**src/common/dpcd_pkg.sv**
```systemverilog
// Constants and types shared by the printer command decoder
`default_nettype none
package dpcd_pkg;
	// Clock rate, cover restart delay, sensor count and buffer width
	localparam int DPCD_CLK_KHZ = 50_000;
	localparam int DPCD_COVER_MS = 3000;
	localparam int DPCD_COVER_CYCLES = DPCD_COVER_MS * DPCD_CLK_KHZ;
	localparam int DPCD_DOC_SENSORS = 4;
	localparam int DPCD_BUF_WIDTH = 8;

	// Control codes
	localparam logic [7:0] DPCD_B_STAT_NOW = 8'h05;
	localparam logic [7:0] DPCD_B_UPPER_NOW = 8'h07;
	localparam logic [7:0] DPCD_B_BACK = 8'h08;
	localparam logic [7:0] DPCD_B_TAB = 8'h09;
	localparam logic [7:0] DPCD_B_LINE = 8'h0A;
	localparam logic [7:0] DPCD_B_VERT = 8'h0B;
	localparam logic [7:0] DPCD_B_EJECT = 8'h0C;
	localparam logic [7:0] DPCD_B_PRINT = 8'h0D;
	localparam logic [7:0] DPCD_B_EXP_ON = 8'h0E;
	localparam logic [7:0] DPCD_B_EXP_OFF = 8'h0F;
	localparam logic [7:0] DPCD_B_KEY_A = 8'h11;
	localparam logic [7:0] DPCD_B_KEY_B = 8'h10;
	localparam logic [7:0] DPCD_B_LCOUNT = 8'h12;
	localparam logic [7:0] DPCD_B_UPPER_A = 8'h13;
	localparam logic [7:0] DPCD_B_UPPER_B = 8'h17;
	localparam logic [7:0] DPCD_B_MRESET = 8'h14;
	localparam logic [7:0] DPCD_B_CLEAR = 8'h18;
	localparam logic [7:0] DPCD_B_DOCLEN = 8'h19;
	localparam logic [7:0] DPCD_B_STAT_DLY = 8'h1A;
	localparam logic [7:0] DPCD_B_ESCAPE = 8'h1B;
	localparam logic [7:0] DPCD_B_LOWER_NOW = 8'h1C;
	localparam logic [7:0] DPCD_B_LOWER_DLY = 8'h1D;
	localparam logic [7:0] DPCD_B_SPACES = 8'h1E;
	// Second and third bytes of escape sequences
	localparam logic [7:0] DPCD_E_SELECT = 8'h7E;
	localparam logic [7:0] DPCD_E_SEL_LEGACY = 8'h43;
	localparam logic [7:0] DPCD_E_SEL_COMPAT = 8'h49;
	localparam logic [7:0] DPCD_E_FEED216 = 8'h4A;
	localparam logic [3:0] DPCD_E_FEED120_HI = 4'h3;

	typedef enum logic {
		DPCD_SET_LEGACY = 1'b0,
		DPCD_SET_COMPAT = 1'b1
	} dpcd_set_t;
	localparam dpcd_set_t DPCD_RESET_SET = DPCD_SET_LEGACY;

	// Gray coded along idle, escape, select, argument
	typedef enum logic [1:0] {
		DPCD_ST_IDLE = 2'h0,
		DPCD_ST_ESC = 2'h1,
		DPCD_ST_SEL = 2'h3,
		DPCD_ST_ARG = 2'h2
	} dpcd_state_t;

	typedef enum logic [4:0] {
		DPCD_A_NONE, DPCD_A_CHAR, DPCD_A_STAT_NOW, DPCD_A_STAT_DLY,
		DPCD_A_UPPER_NOW, DPCD_A_UPPER_DLY, DPCD_A_LOWER_NOW,
		DPCD_A_LOWER_DLY, DPCD_A_REV_LINE, DPCD_A_BACKSPACE,
		DPCD_A_CFG_LOAD, DPCD_A_HTAB, DPCD_A_VFEED, DPCD_A_VTAB,
		DPCD_A_EXP_OFF, DPCD_A_CPI17, DPCD_A_LCOUNT, DPCD_A_CPI10,
		DPCD_A_MRESET, DPCD_A_KEYBUF, DPCD_A_CLEAR, DPCD_A_DOCLEN,
		DPCD_A_FEED120, DPCD_A_FEED216, DPCD_A_SPACES, DPCD_A_SEL_LEGACY,
		DPCD_A_SEL_COMPAT, DPCD_A_LINE, DPCD_A_EJECT, DPCD_A_PRINT,
		DPCD_A_EXP_ON, DPCD_A_ESC_OTHER
	} dpcd_act_t;
endpackage
`default_nettype wire

```
**src/common/dpcd_stream_if.sv**
```systemverilog
// Byte stream between the input buffer and the decoder
`timescale 1ns/1ns
`default_nettype none
interface dpcd_stream_if #(parameter int WIDTH = 8);
	logic valid;
	logic ready;
	logic [WIDTH-1:0] data;
	modport source (output valid, output data, input ready);
	modport sink (input valid, input data, output ready);
endinterface
`default_nettype wire

```
**src/rtl/dpcd_buf.sv**
```systemverilog
// Two-entry byte buffer in front of the decoder
`timescale 1ns/1ns
`default_nettype none
module dpcd_buf import dpcd_pkg::*; #(
	parameter int WIDTH = DPCD_BUF_WIDTH
) (
	input wire logic clock,
	input wire logic rst,
	input wire logic in_valid,
	output logic in_ready,
	input wire logic [WIDTH-1:0] in_data,
	dpcd_stream_if.source out
);
	logic [WIDTH-1:0] slot_reg [2];
	logic [1:0] cnt_reg, cnt_next;
	logic rd_reg, wr_reg, ready_reg;
	wire push = in_valid && ready_reg;
	wire pop = out.valid && out.ready;

	// Count moves by one per push or pop, both leave it alone
	assign cnt_next = cnt_reg + {1'b0, push} - {1'b0, pop};
	assign in_ready = ready_reg;
	assign out.valid = (cnt_reg != 2'h0);
	assign out.data = slot_reg[rd_reg];

	// Ready is registered so the top sees it straight from a flop
	always_ff @(posedge clock or posedge rst) begin
		if (rst) begin
			cnt_reg <= 2'h0;
			rd_reg <= 1'b0;
			wr_reg <= 1'b0;
			ready_reg <= 1'b1;
		end else begin
			cnt_reg <= cnt_next;
			rd_reg <= rd_reg ^ pop;
			wr_reg <= wr_reg ^ push;
			ready_reg <= (cnt_next != 2'h2);
		end
	end

	always_ff @(posedge clock) begin
		if (push) begin
			slot_reg[wr_reg] <= in_data;
		end
	end
endmodule // dpcd_buf
`default_nettype wire

```
**src/rtl/dpcd_guard.sv**
```systemverilog
// Cover, page overflow and eject jam fault tracking
`timescale 1ns/1ns
`default_nettype none
module dpcd_guard import dpcd_pkg::*; #(
	parameter int HOLD_CYCLES = DPCD_COVER_CYCLES,
	parameter int SENSORS = DPCD_DOC_SENSORS
) (
	input wire logic clock,
	input wire logic rst,
	input wire logic cabinet_open,
	input wire logic [SENSORS-1:0] doc_covered,
	input wire logic doc_inserted,
	input wire logic at_last_line,
	input wire logic feed_evt,
	input wire logic eject_done,
	input wire logic jam_clear,
	output logic print_en,
	output logic page_overflow,
	output logic eject_jam,
	output logic eject_req,
	output logic cover_hold
);
	localparam int CW = $clog2(HOLD_CYCLES + 1);
	logic [CW-1:0] cnt_reg, cnt_next;
	logic ovf_reg, ovf_next, jam_reg, jam_next, pwr_reg;
	logic pen_reg, ejr_reg, hold_reg;
	wire any_cov = |doc_covered;
	wire ovf_set = feed_evt && at_last_line;
	wire jam_set = (eject_done || pwr_reg) && any_cov;

	// Reload while open, count down once closed
	assign cnt_next = cabinet_open ? CW'(HOLD_CYCLES) :
		(cnt_reg != '0) ? cnt_reg - CW'(1) : cnt_reg;
	// Set beats the clear in the same cycle
	assign ovf_next = ovf_set || (ovf_reg && !doc_inserted);
	assign jam_next = jam_set || (jam_reg && !jam_clear);
	assign print_en = pen_reg;
	assign page_overflow = ovf_reg;
	assign eject_jam = jam_reg;
	assign eject_req = ejr_reg;
	assign cover_hold = hold_reg;

	always_ff @(posedge clock or posedge rst) begin
		if (rst) begin
			cnt_reg <= '0;
			ovf_reg <= 1'b0;
			jam_reg <= 1'b0;
			pwr_reg <= 1'b1;
			pen_reg <= 1'b0;
			ejr_reg <= 1'b0;
			hold_reg <= 1'b0;
		end else begin
			cnt_reg <= cnt_next;
			ovf_reg <= ovf_next;
			jam_reg <= jam_next;
			pwr_reg <= 1'b0;
			ejr_reg <= ovf_set;
			hold_reg <= cabinet_open || (cnt_next != '0);
			pen_reg <= !cabinet_open && (cnt_next == '0) &&
				!ovf_next && !jam_next;
		end
	end
endmodule // dpcd_guard
`default_nettype wire

```
**src/rtl/dpcd_decoder.sv**
```systemverilog
// Printer command decoder: byte stream in, classified actions out
`timescale 1ns/1ns
`default_nettype none
module dpcd_decoder import dpcd_pkg::*; #(
	parameter int COVER_HOLD_CYCLES = DPCD_COVER_CYCLES,
	parameter int SENSORS = DPCD_DOC_SENSORS
) (
	input wire logic clock,
	input wire logic rst,
	input wire logic in_valid,
	output logic in_ready,
	input wire logic [7:0] in_data,
	input wire logic keypad_sel,
	input wire logic keypad_compat,
	output logic act_valid,
	input wire logic act_ready,
	output dpcd_act_t act_code,
	output logic [7:0] act_arg,
	output dpcd_set_t cmd_set,
	input wire logic cabinet_open,
	input wire logic [SENSORS-1:0] doc_covered,
	input wire logic doc_inserted,
	input wire logic at_last_line,
	input wire logic eject_done,
	input wire logic jam_clear,
	output logic print_en,
	output logic page_overflow,
	output logic eject_jam,
	output logic eject_req,
	output logic cover_hold
);
	// Legacy requests reachable in both sets
	function automatic dpcd_act_t legacy_req(input logic [7:0] b);
		dpcd_act_t a;
		a = DPCD_A_NONE;
		unique case (b)
			DPCD_B_STAT_NOW: a = DPCD_A_STAT_NOW;
			DPCD_B_STAT_DLY: a = DPCD_A_STAT_DLY;
			DPCD_B_UPPER_NOW: a = DPCD_A_UPPER_NOW;
			DPCD_B_UPPER_A, DPCD_B_UPPER_B: a = DPCD_A_UPPER_DLY;
			DPCD_B_LOWER_NOW: a = DPCD_A_LOWER_NOW;
			DPCD_B_LOWER_DLY: a = DPCD_A_LOWER_DLY;
			DPCD_B_KEY_A, DPCD_B_KEY_B: a = DPCD_A_KEYBUF;
			default: a = DPCD_A_NONE;
		endcase
		return a;
	endfunction

	// Single control byte under the active set
	function automatic dpcd_act_t ctrl_act(input logic [7:0] b,
		input dpcd_set_t s);
		dpcd_act_t a;
		logic cp;
		cp = (s == DPCD_SET_COMPAT);
		a = DPCD_A_CHAR;
		unique case (b)
			DPCD_B_BACK: a = cp ? DPCD_A_BACKSPACE : DPCD_A_REV_LINE;
			DPCD_B_TAB: a = cp ? DPCD_A_HTAB : DPCD_A_CFG_LOAD;
			DPCD_B_LINE: a = DPCD_A_LINE;
			DPCD_B_VERT: a = cp ? DPCD_A_VTAB : DPCD_A_VFEED;
			DPCD_B_EJECT: a = DPCD_A_EJECT;
			DPCD_B_PRINT: a = DPCD_A_PRINT;
			DPCD_B_EXP_ON: a = DPCD_A_EXP_ON;
			DPCD_B_EXP_OFF: a = cp ? DPCD_A_CPI17 : DPCD_A_EXP_OFF;
			DPCD_B_LCOUNT: a = cp ? DPCD_A_CPI10 : DPCD_A_LCOUNT;
			DPCD_B_MRESET: a = cp ? DPCD_A_EXP_OFF : DPCD_A_MRESET;
			DPCD_B_CLEAR: a = cp ? DPCD_A_CLEAR : DPCD_A_CHAR;
			DPCD_B_DOCLEN: a = cp ? DPCD_A_CHAR : DPCD_A_DOCLEN;
			DPCD_B_SPACES: a = cp ? DPCD_A_CHAR : DPCD_A_SPACES;
			DPCD_B_ESCAPE: a = DPCD_A_NONE;
			default: a = DPCD_A_CHAR;
		endcase
		// Bare request codes only act in the legacy set
		if (!cp && legacy_req(b) != DPCD_A_NONE) begin
			a = legacy_req(b);
		end
		return a;
	endfunction

	function automatic logic takes_arg(input dpcd_act_t a);
		return a == DPCD_A_CFG_LOAD || a == DPCD_A_VFEED ||
			a == DPCD_A_SPACES || a == DPCD_A_FEED216;
	endfunction

	function automatic logic is_feed(input dpcd_act_t a);
		return a == DPCD_A_LINE || a == DPCD_A_REV_LINE ||
			a == DPCD_A_VFEED || a == DPCD_A_FEED120 ||
			a == DPCD_A_FEED216 || a == DPCD_A_VTAB;
	endfunction

	dpcd_stream_if #(.WIDTH(8)) strm ();
	dpcd_state_t st_reg, st_next;
	dpcd_set_t set_reg, set_next;
	dpcd_act_t pend_reg, pend_next, out_act;
	logic av_reg;
	dpcd_act_t ac_reg;
	logic [7:0] aa_reg, out_arg;
	logic emit;

	// Bytes queue here so a stalled consumer drops nothing
	dpcd_buf #(.WIDTH(8)) u_buf (
		.clock(clock),
		.rst(rst),
		.in_valid(in_valid),
		.in_ready(in_ready),
		.in_data(in_data),
		.out(strm.source)
	);

	wire [7:0] b = strm.data;
	wire dpcd_act_t ctl = ctrl_act(b, set_reg);
	wire dpcd_act_t lreq = legacy_req(b);
	wire slot_free = !av_reg || act_ready;
	// Printing bytes wait while a fault or the cover holds printing
	wire print_blk = !print_en && st_reg == DPCD_ST_IDLE &&
		(ctl == DPCD_A_CHAR || ctl == DPCD_A_PRINT);
	wire take = strm.valid && slot_free && !print_blk;
	wire fire = av_reg && act_ready;
	wire hi3 = (b[7:4] == DPCD_E_FEED120_HI);
	assign strm.ready = slot_free && !print_blk;

	// Sequence walker: escape prefix, set select and argument bytes
	always_comb begin
		st_next = st_reg;
		set_next = set_reg;
		pend_next = pend_reg;
		out_act = DPCD_A_NONE;
		out_arg = b;
		emit = 1'b0;
		if (keypad_sel) begin
			set_next = keypad_compat ? DPCD_SET_COMPAT :
				DPCD_SET_LEGACY;
		end
		if (take) begin
			unique case (st_reg)
				DPCD_ST_IDLE: begin
					if (b == DPCD_B_ESCAPE) begin
						st_next = DPCD_ST_ESC;
					end else if (takes_arg(ctl)) begin
						pend_next = ctl;
						st_next = DPCD_ST_ARG;
					end else begin
						out_act = ctl;
						emit = 1'b1;
					end
				end
				DPCD_ST_ESC: begin
					st_next = DPCD_ST_IDLE;
					emit = 1'b1;
					if (b == DPCD_E_SELECT) begin
						st_next = DPCD_ST_SEL;
						emit = 1'b0;
					end else if (b == DPCD_E_FEED216) begin
						pend_next = DPCD_A_FEED216;
						st_next = DPCD_ST_ARG;
						emit = 1'b0;
					end else if (set_reg == DPCD_SET_LEGACY && hi3) begin
						out_act = DPCD_A_FEED120;
						out_arg = {4'h0, b[3:0]};
					end else if (set_reg == DPCD_SET_COMPAT &&
						lreq != DPCD_A_NONE) begin
						out_act = lreq;
					end else begin
						out_act = DPCD_A_ESC_OTHER;
					end
				end
				DPCD_ST_SEL: begin
					st_next = DPCD_ST_IDLE;
					emit = 1'b1;
					out_act = DPCD_A_ESC_OTHER;
					if (b == DPCD_E_SEL_LEGACY) begin
						set_next = DPCD_SET_LEGACY;
						out_act = DPCD_A_SEL_LEGACY;
					end else if (b == DPCD_E_SEL_COMPAT) begin
						set_next = DPCD_SET_COMPAT;
						out_act = DPCD_A_SEL_COMPAT;
					end
				end
				DPCD_ST_ARG: begin
					out_act = pend_reg;
					emit = 1'b1;
					st_next = DPCD_ST_IDLE;
				end
			endcase
		end
	end

	// State and the one-deep action register
	always_ff @(posedge clock or posedge rst) begin
		if (rst) begin
			st_reg <= DPCD_ST_IDLE;
			set_reg <= DPCD_RESET_SET;
			pend_reg <= DPCD_A_NONE;
			av_reg <= 1'b0;
			ac_reg <= DPCD_A_NONE;
			aa_reg <= 8'h00;
		end else begin
			st_reg <= st_next;
			set_reg <= set_next;
			pend_reg <= pend_next;
			if (emit) begin
				av_reg <= 1'b1;
				ac_reg <= out_act;
				aa_reg <= out_arg;
			end else if (fire) begin
				av_reg <= 1'b0;
			end
		end
	end

	assign act_valid = av_reg;
	assign act_code = ac_reg;
	assign act_arg = aa_reg;
	assign cmd_set = set_reg;

	// Fault tracking sees each feed once, when the consumer takes it
	dpcd_guard #(.HOLD_CYCLES(COVER_HOLD_CYCLES), .SENSORS(SENSORS)) u_guard (
		.clock(clock),
		.rst(rst),
		.cabinet_open(cabinet_open),
		.doc_covered(doc_covered),
		.doc_inserted(doc_inserted),
		.at_last_line(at_last_line),
		.feed_evt(fire && is_feed(ac_reg)),
		.eject_done(eject_done),
		.jam_clear(jam_clear),
		.print_en(print_en),
		.page_overflow(page_overflow),
		.eject_jam(eject_jam),
		.eject_req(eject_req),
		.cover_hold(cover_hold)
	);
endmodule // dpcd_decoder
`default_nettype wire

```
**config.mk**
```make
export PLATFORM = sky130hd
export DESIGN_NAME = dpcd_decoder
export DESIGN_NICKNAME = d
export VERILOG_FILES = /design/src/common/dpcd_pkg.sv /design/src/common/dpcd_stream_if.sv /design/src/rtl/dpcd_buf.sv /design/src/rtl/dpcd_guard.sv /design/src/rtl/dpcd_decoder.sv
export SDC_FILE = /design/constraint.sdc
export NUM_CORES = 1
export LEC_CHECK = 0
export BUFFER_PORTS_ARGS = -buffer_cell sky130_fd_sc_hd__buf_2
export CORE_MARGIN = 2
export CORE_UTILIZATION = 24
export CTS_CLUSTER_SIZE = 40
export DETAILED_ROUTE_END_ITERATION = 6
export GPL_TIMING_DRIVEN = 0
export HOLD_SLACK_MARGIN = 0.1
export SLEW_MARGIN = 20
export SYNTH_ARGS = -nofsm -noshare
export SYNTH_HDL_FRONTEND = slang
export SYNTH_HIERARCHICAL = 1
export SYNTH_SLANG_ARGS = --single-unit
```
**constraint.sdc**
```tcl
create_clock -name clock -period 11.2 [get_ports clock]
set_input_delay 1.68 -clock clock [delete_from_list [all_inputs] [get_ports clock]]
set_output_delay 1.68 -clock clock [all_outputs]
set_load 0.005 [all_outputs]
```
== Word-level counts from Yosys, hierarchy flattened ==
Memory sizes are Yosys's and may differ from the RTL's.
Cells that the tools add are included.

* Flip-flop bits (word level): 61
* RAM bits: 16
* Bits in read-only memories: 384
* Input port bits: 23
* Output and inout port bits: 21
* Logic and storage cells: 180
* Memories: 4

{| class="wikitable"
|+ Memories
! memory !! words !! bits a word !! rd ports !! clocked after memory_dff !! wr ports !! line !! source
|-
| (name not given) || 32 || 4 || 1 || 0 || 0 || dpcd_decoder.sv:36 || <nowiki>unique case (b)</nowiki>
|-
| (name not given) || 32 || 4 || 1 || 0 || 0 || dpcd_decoder.sv:36 ||
|-
| (name not given) || 32 || 4 || 1 || 0 || 0 || dpcd_decoder.sv:36 ||
|-
| u_buf.slot_reg || 2 || 8 || 1 || 0 || 1 || dpcd_buf.sv:14 || <nowiki>logic [WIDTH-1:0] slot_reg [2];</nowiki>
|}

* Add/sub/neg operators: 3
* Equal/unequal tests: 40
* Muxes and demuxes: 57
* Bitwise gates (word level): 3
* Reductions and logical operators: 56

{| class="wikitable"
|+ Operators with widths
! cell !! number
|-
| $mux W5 || 19
|-
| $pmux W5 S14 || 1
|-
| $eq A8 B4 Y1 const B || 8
|-
| $mux W28 || 2
|-
| $reduce_bool A28 Y1 || 2
|-
| $eq A8 B5 Y1 const B || 6
|-
| $mux W8 || 5
|-
| $eq A8 B7 Y1 const B || 4
|-
| $eq A5 B5 Y1 const B || 6
|-
| $logic_not A28 Y1 || 1
|-
| $sub A28 B1 Y28 const B || 1
|-
| $eq A5 B4 Y1 const B || 5
|-
| $mux W1 || 20
|-
| $pmux W5 S4 || 1
|-
| $logic_and A1 B1 Y1 || 19
|-
| $logic_or A1 B1 Y1 || 14
|-
| $pmux W5 S2 || 1
|-
| $reduce_bool A5 Y1 || 2
|-
| $logic_not A1 Y1 || 9
|-
| $mux W2 || 4
|-
| $ne A2 B2 Y1 const B || 4
|-
| $mux W3 || 2
|-
| $pmux W2 S3 || 1
|-
| $reduce_and A6 Y1 || 1
|-
| other kinds (17) || 21
|}

== Logic depth before layout (Yosys ltp) ==
An unclocked memory read counts as a cell.

* Word-level depth: 15
* Mapped depth: 17
* Depth with buffers taken out: 14

== By module ==
The synthesis kept the hierarchy.

{| class="wikitable"
|+ Modules (own cells, without submodules)
! module !! instances !! cells each !! area an instance (sq um) !! seq. area each (sq um)
|-
| dpcd_decoder || 1 || 248 || 1995.7 || 550.5
|-
| dpcd_guard || 1 || 217 || 1995.7 || 852.1
|-
| dpcd_buf || 1 || 52 || 848.3 || 606.8
|}

== Least setup slack after synthesis ==
OpenSTA, ideal clock, no wires.

* Path kind: flip-flop to flip-flop
* Start: reg u_buf.rd_reg
* End: reg u_buf.cnt_reg[1]
* Setup time: 131 ps
* Arrival time: 3796 ps
* Data required time: 11069 ps
* Slack: 7272 ps
* Stages on the path, launching flop included: 17
* Path buffers: 2
* Period minus slack after synthesis: 3928 ps
* Path through: dfrtp_1 buf_2 mux2_2 buf_6 or4b_4 or4_4 a21oi_2 nor2_2 or3_4 nand2_1 a41oi_1 nand2_1 xnor2_1 ha_1 nor2_1 and3_1 or3_1

* Word-level cells in the longest chain between the ends: 13
* Elaborated cells on any way between the ends: 32
* Those cells by class: add/sub (1); eq/ne (16); mux (4); reduce/logical (8); memory (3)

{| class="wikitable"
|+ RTL lines
! element !! line !! source
|-
| from (decl) || dpcd_buf.sv:16 || <nowiki>logic rd_reg, wr_reg, ready_reg;</nowiki>
|-
| from (signal assigned) || dpcd_buf.sv:35 || <nowiki>rd_reg <= rd_reg ^ pop;</nowiki>
|-
| $mem_v2 Z2 W8 * || -- ||
|-
| net b[5] || dpcd_decoder.sv:110 || <nowiki>wire [7:0] b = strm.data;</nowiki>
|-
| branches (longest 4 deep; another with $pmux W5 S14) || -- ||
|-
| $mux W5 * || dpcd_decoder.sv:74 || <nowiki>if (!cp && legacy_req(b) != DPCD_A_NONE) begin</nowiki>
|-
| $eq A5 B1 Y1 or $eq A5 B5 Y1 (tied branches) || dpcd_decoder.sv:116 || <nowiki>(ctl == DPCD_A_CHAR || ctl == DPCD_A_PRINT);</nowiki>
|-
| $logic_or A1 B1 Y1 * || dpcd_decoder.sv:116 ||
|-
| $logic_and A1 B1 Y1 * || dpcd_decoder.sv:115 || <nowiki>wire print_blk = !print_en && st_reg == DPCD_ST_IDLE &&</nowiki>
|-
| $logic_not A1 Y1 * || dpcd_decoder.sv:120 || <nowiki>assign strm.ready = slot_free && !print_blk;</nowiki>
|-
| $logic_and A1 B1 Y1 * || dpcd_decoder.sv:120 ||
|-
| net strm.ready || dpcd_stream_if.sv:6 || <nowiki>logic ready;</nowiki>
|-
| $logic_and A1 B1 Y1 * || dpcd_buf.sv:18 || <nowiki>wire pop = out.valid && out.ready;</nowiki>
|-
| $sub A2 B1 Y2 * || dpcd_buf.sv:21 || <nowiki>assign cnt_next = cnt_reg + {1'b0, push} - {1'b0, pop};</nowiki>
|-
| net u_buf.cnt_next[1] || dpcd_buf.sv:15 || <nowiki>logic [1:0] cnt_reg, cnt_next;</nowiki>
|-
| to (signal assigned) || dpcd_buf.sv:34 || <nowiki>cnt_reg <= cnt_next;</nowiki>
|-
| to (decl) || dpcd_buf.sv:15 ||
|}

Mark *: on every way through the listed nets, which the timed path passes.
A chain may end at the register's enable or synchronous reset.

== Worst setup path in the final report ==
Same ends and word-level chain as after synthesis.

==> impl_metrics.ini <==
[synth]
ys_seq_area_share_pct = 41.5
synth_area_leaders = dfrtp_1, edfxtp_1, nor2_1
synth-main-ff-cell = dfrtp_1
synth_top_family_by_area = simple AND/OR/NAND/NOR gates
syn_area_per_cell_um2 = 9.36
synth_xor_area_share_pct = 3.98
yosys.cell_types.count = 82
async_flop_share_pct = 79.2
synth_area_mm2 = 0.00484
synth_edf_count = 16
synth_adder_area_share_pct = 1.03
synthMuxAreaShare_pct = 6.23
synth_top_area_share_pct = 30.5
ys_ff_latch = 77
syn_nets = 544
synth.top_cells.by_count = dfrtp_1, nor2_1, inv_1
synth_compound_area_share_pct = 14.9
syn-instance-count = 517
synthSimpleGateAreaFrac_pct = 26.9
synthMostInstantiatedCell = dfrtp_1
yosys.area.top_type = dfrtp_1
yosys_warnings = 6

[pwr]
p_per_area_mw_per_mm2 = 206
leakage_nw = 2.23
peakVddDrop_uv = 85.4

[flow_run]
maxCapViolations = 0

[critical_path]
worstPathRequired_ns = 11.42
cp-start-kind = flop
crit_arrival_ns = 4.72
worst_setup_path_end_kind = flop
crit_type = reg -> reg
reg2regPathDepth = 16
cp_max_fo = 9

[min_path]
hp-class = reg -> reg
min_path_cells = 1

[clock_network]
clk_pin_slew_ns = 0.06
clockBufferDepth = 2
clock-sinks = 77
insertion_delay_ns = 0.35
postCtsSetupBuffers = 0
h-tree-depth = 3
numCtsBuffers = 9
cts-root-buf = clkbuf_16
cts.repair.resized = 0
cts_tree = done
postCtsHoldBufs = 0

[global_routing]
grt_pass1_wl_um = 21100
grt_pass1_vias = 4047
antenna_found_initial = 0
track_usage_pct = 12.2
overflow = 0
grt_max_degree = 35

[place]
dp_hpwl_um = 9280
port_buffers = 42
gp_congestion = 0.897

[sta]
period_needed_ns = 4.50
hold_viol = 0
clock.fmax_ghz = 0.222
tightest_slew_ns = 1.01
slew_violations = 0
setup_tns_ns = 0
whs_ns = 0.480
rsz0062_at_grt = false
relSlewSlack_pct = 32.2
skew_ns = 0.00524
fin_crit_sh_pct = 40.2
setup_viol = 0

[final_layout]
synthToLayoutAreaGrowth_pct = 17.7
largest_reg_flops = 28
drive_gt1_share_pct = 19.7
antenna_cells = 0
nFillCells = 2141
nets = 597

[floorplanning]
start_util_pct = 24.6
dieArea_mm2 = 0.0213
core_mm2 = 0.0197
io_pins = 44
row_count = 51
die_x_um = 146
fp.dieH_um = 146

[status]
outcome = completed

[detailed_routing]
drt-total-wl_um = 12800
final_antenna_net_count = 0
vias = 4138
wl_per_cell_um = 15.2
drc = 0
viasPerCell = 4.93
first_pass_iters = 6
dr.first_iter.drc_count = 410
per-stage QoR:
| step | std cells | instance area, um^2 | utilization, % | total power [mW] | worst slack (ns) |
|---|---|---|---|---|---|
| final | 840 | 5700 | 29.0 | 1.17 | 6.70 |
| after global routing | 840 | 5700 | 29.0 | 1.25 | 6.44 |
| after CTS | 840 | 5700 | 29.0 | 1.18 | 6.76 |
| after detailed placement | 824 | 5380 | 27.4 | 0.858 | 6.80 |
| after global placement | 824 | 5380 | 27.4 | 0.856 | 6.76 |
| after floorplan | 517 | 4840 | - | 0.727 | 7.27 |
cells by family (layout without fill, tap and decap cells):
logic type               Yosys count  after routing
AO/OA/AOI/OAI                    104            104
adder cells (fa/ha/maj)            4              4
multiplexers                      26             26
XOR/XNOR                          22             22
flip-flops                        77             77
other                              1              1
AND/OR/NAND/NOR                  228            228
buffers and inverters             55            113
routing by layer:
layer / share of wire, % / track usage, % / wire (um) / vias up
li1: - / - / - / 1999
met1: 44 / 15.4 / 5580 / 1972
met2: 48 / 20.8 / 6180 / 139
met3: 6.0 / 2.85 / 770 / 28
met4: 2.1 / 3.93 / 269 / 0
met5: 0 / 0 / 0 / -
worst paths after layout:
kind	from	end	slack (ns)
min in group asynchronous	rst	u_buf/wr_reg	1.27
worst min register to register	pend_reg[3]	pend_reg[3]	0.48
max in group asynchronous	rst	act_code[4]	9.07
worst max register to register	u_buf/rd_reg	u_buf/cnt_reg[1]	6.70
worst max-delay path	u_buf/rd_reg	u_buf/cnt_reg[1]	6.70
worst min-delay path	pend_reg[3]	pend_reg[3]	0.48
cell usage in the layout, fill, tap and decap left out, types with 10 or more instances in the layout:
| cell | netlist | final |
|---|---|---|
| dfrtp_1 | 59 | 59 |
| edfxtp_1 | 16 | 16 |
| inv_1 | 29 | 28 |
| nor3_1 | 20 | 20 |
| nor2b_1 | 11 | 11 |
| mux2_2 | 13 | 13 |
| buf_2 | 4 | 46 |
| nand4_1 | 11 | 11 |
| nand2_1 | 28 | 28 |
| a21oi_1 | 23 | 23 |
| nand3_1 | 19 | 19 |
| xnor2_1 | 13 | 13 |
| nor2_1 | 57 | 57 |
| clkbuf_1 | 14 | 15 |
| or3_1 | 10 | 10 |
| o21ai_0 | 21 | 21 |
area by class of cell:
cell class	instances	area, um^2	share of cell area (%)
Buffer	26	150	2.64
Clock buffer	10	229	4.02
Tap cell	265	332	5.82
Multi-Input combinational cell	385	2570	45.1
Sequential cell	77	2010	35.3
Clock inverter	6	86.3	1.52
Timing Repair Buffer	42	210	3.69
Inverter	29	109	1.91
worst max-delay path, cell delays in order, from the launching register on:
cell	delay (ns)
dfrtp_1	0.31
buf_2	0.23
mux2_2	0.37
clkbuf_1	0.23
nor4_1	0.82
nand3_1	0.31
a21oi_2	0.25
nor2_2	0.11
or3_4	0.41
nand2_1	0.07
a41oi_1	0.17
nand2_1	0.15
xnor2_1	0.14
ha_1	0.23
nor2_1	0.05
and3_1	0.19
or3_1	0.34
power by group:
group	internal (mW)	switching [mW]	total [mW]
Combinational	0.201	0.280	0.481
Clock	0.195	0.122	0.318
Sequential	0.344	0.0323	0.376
Note: power is estimated with default switching activity, not from simulation.
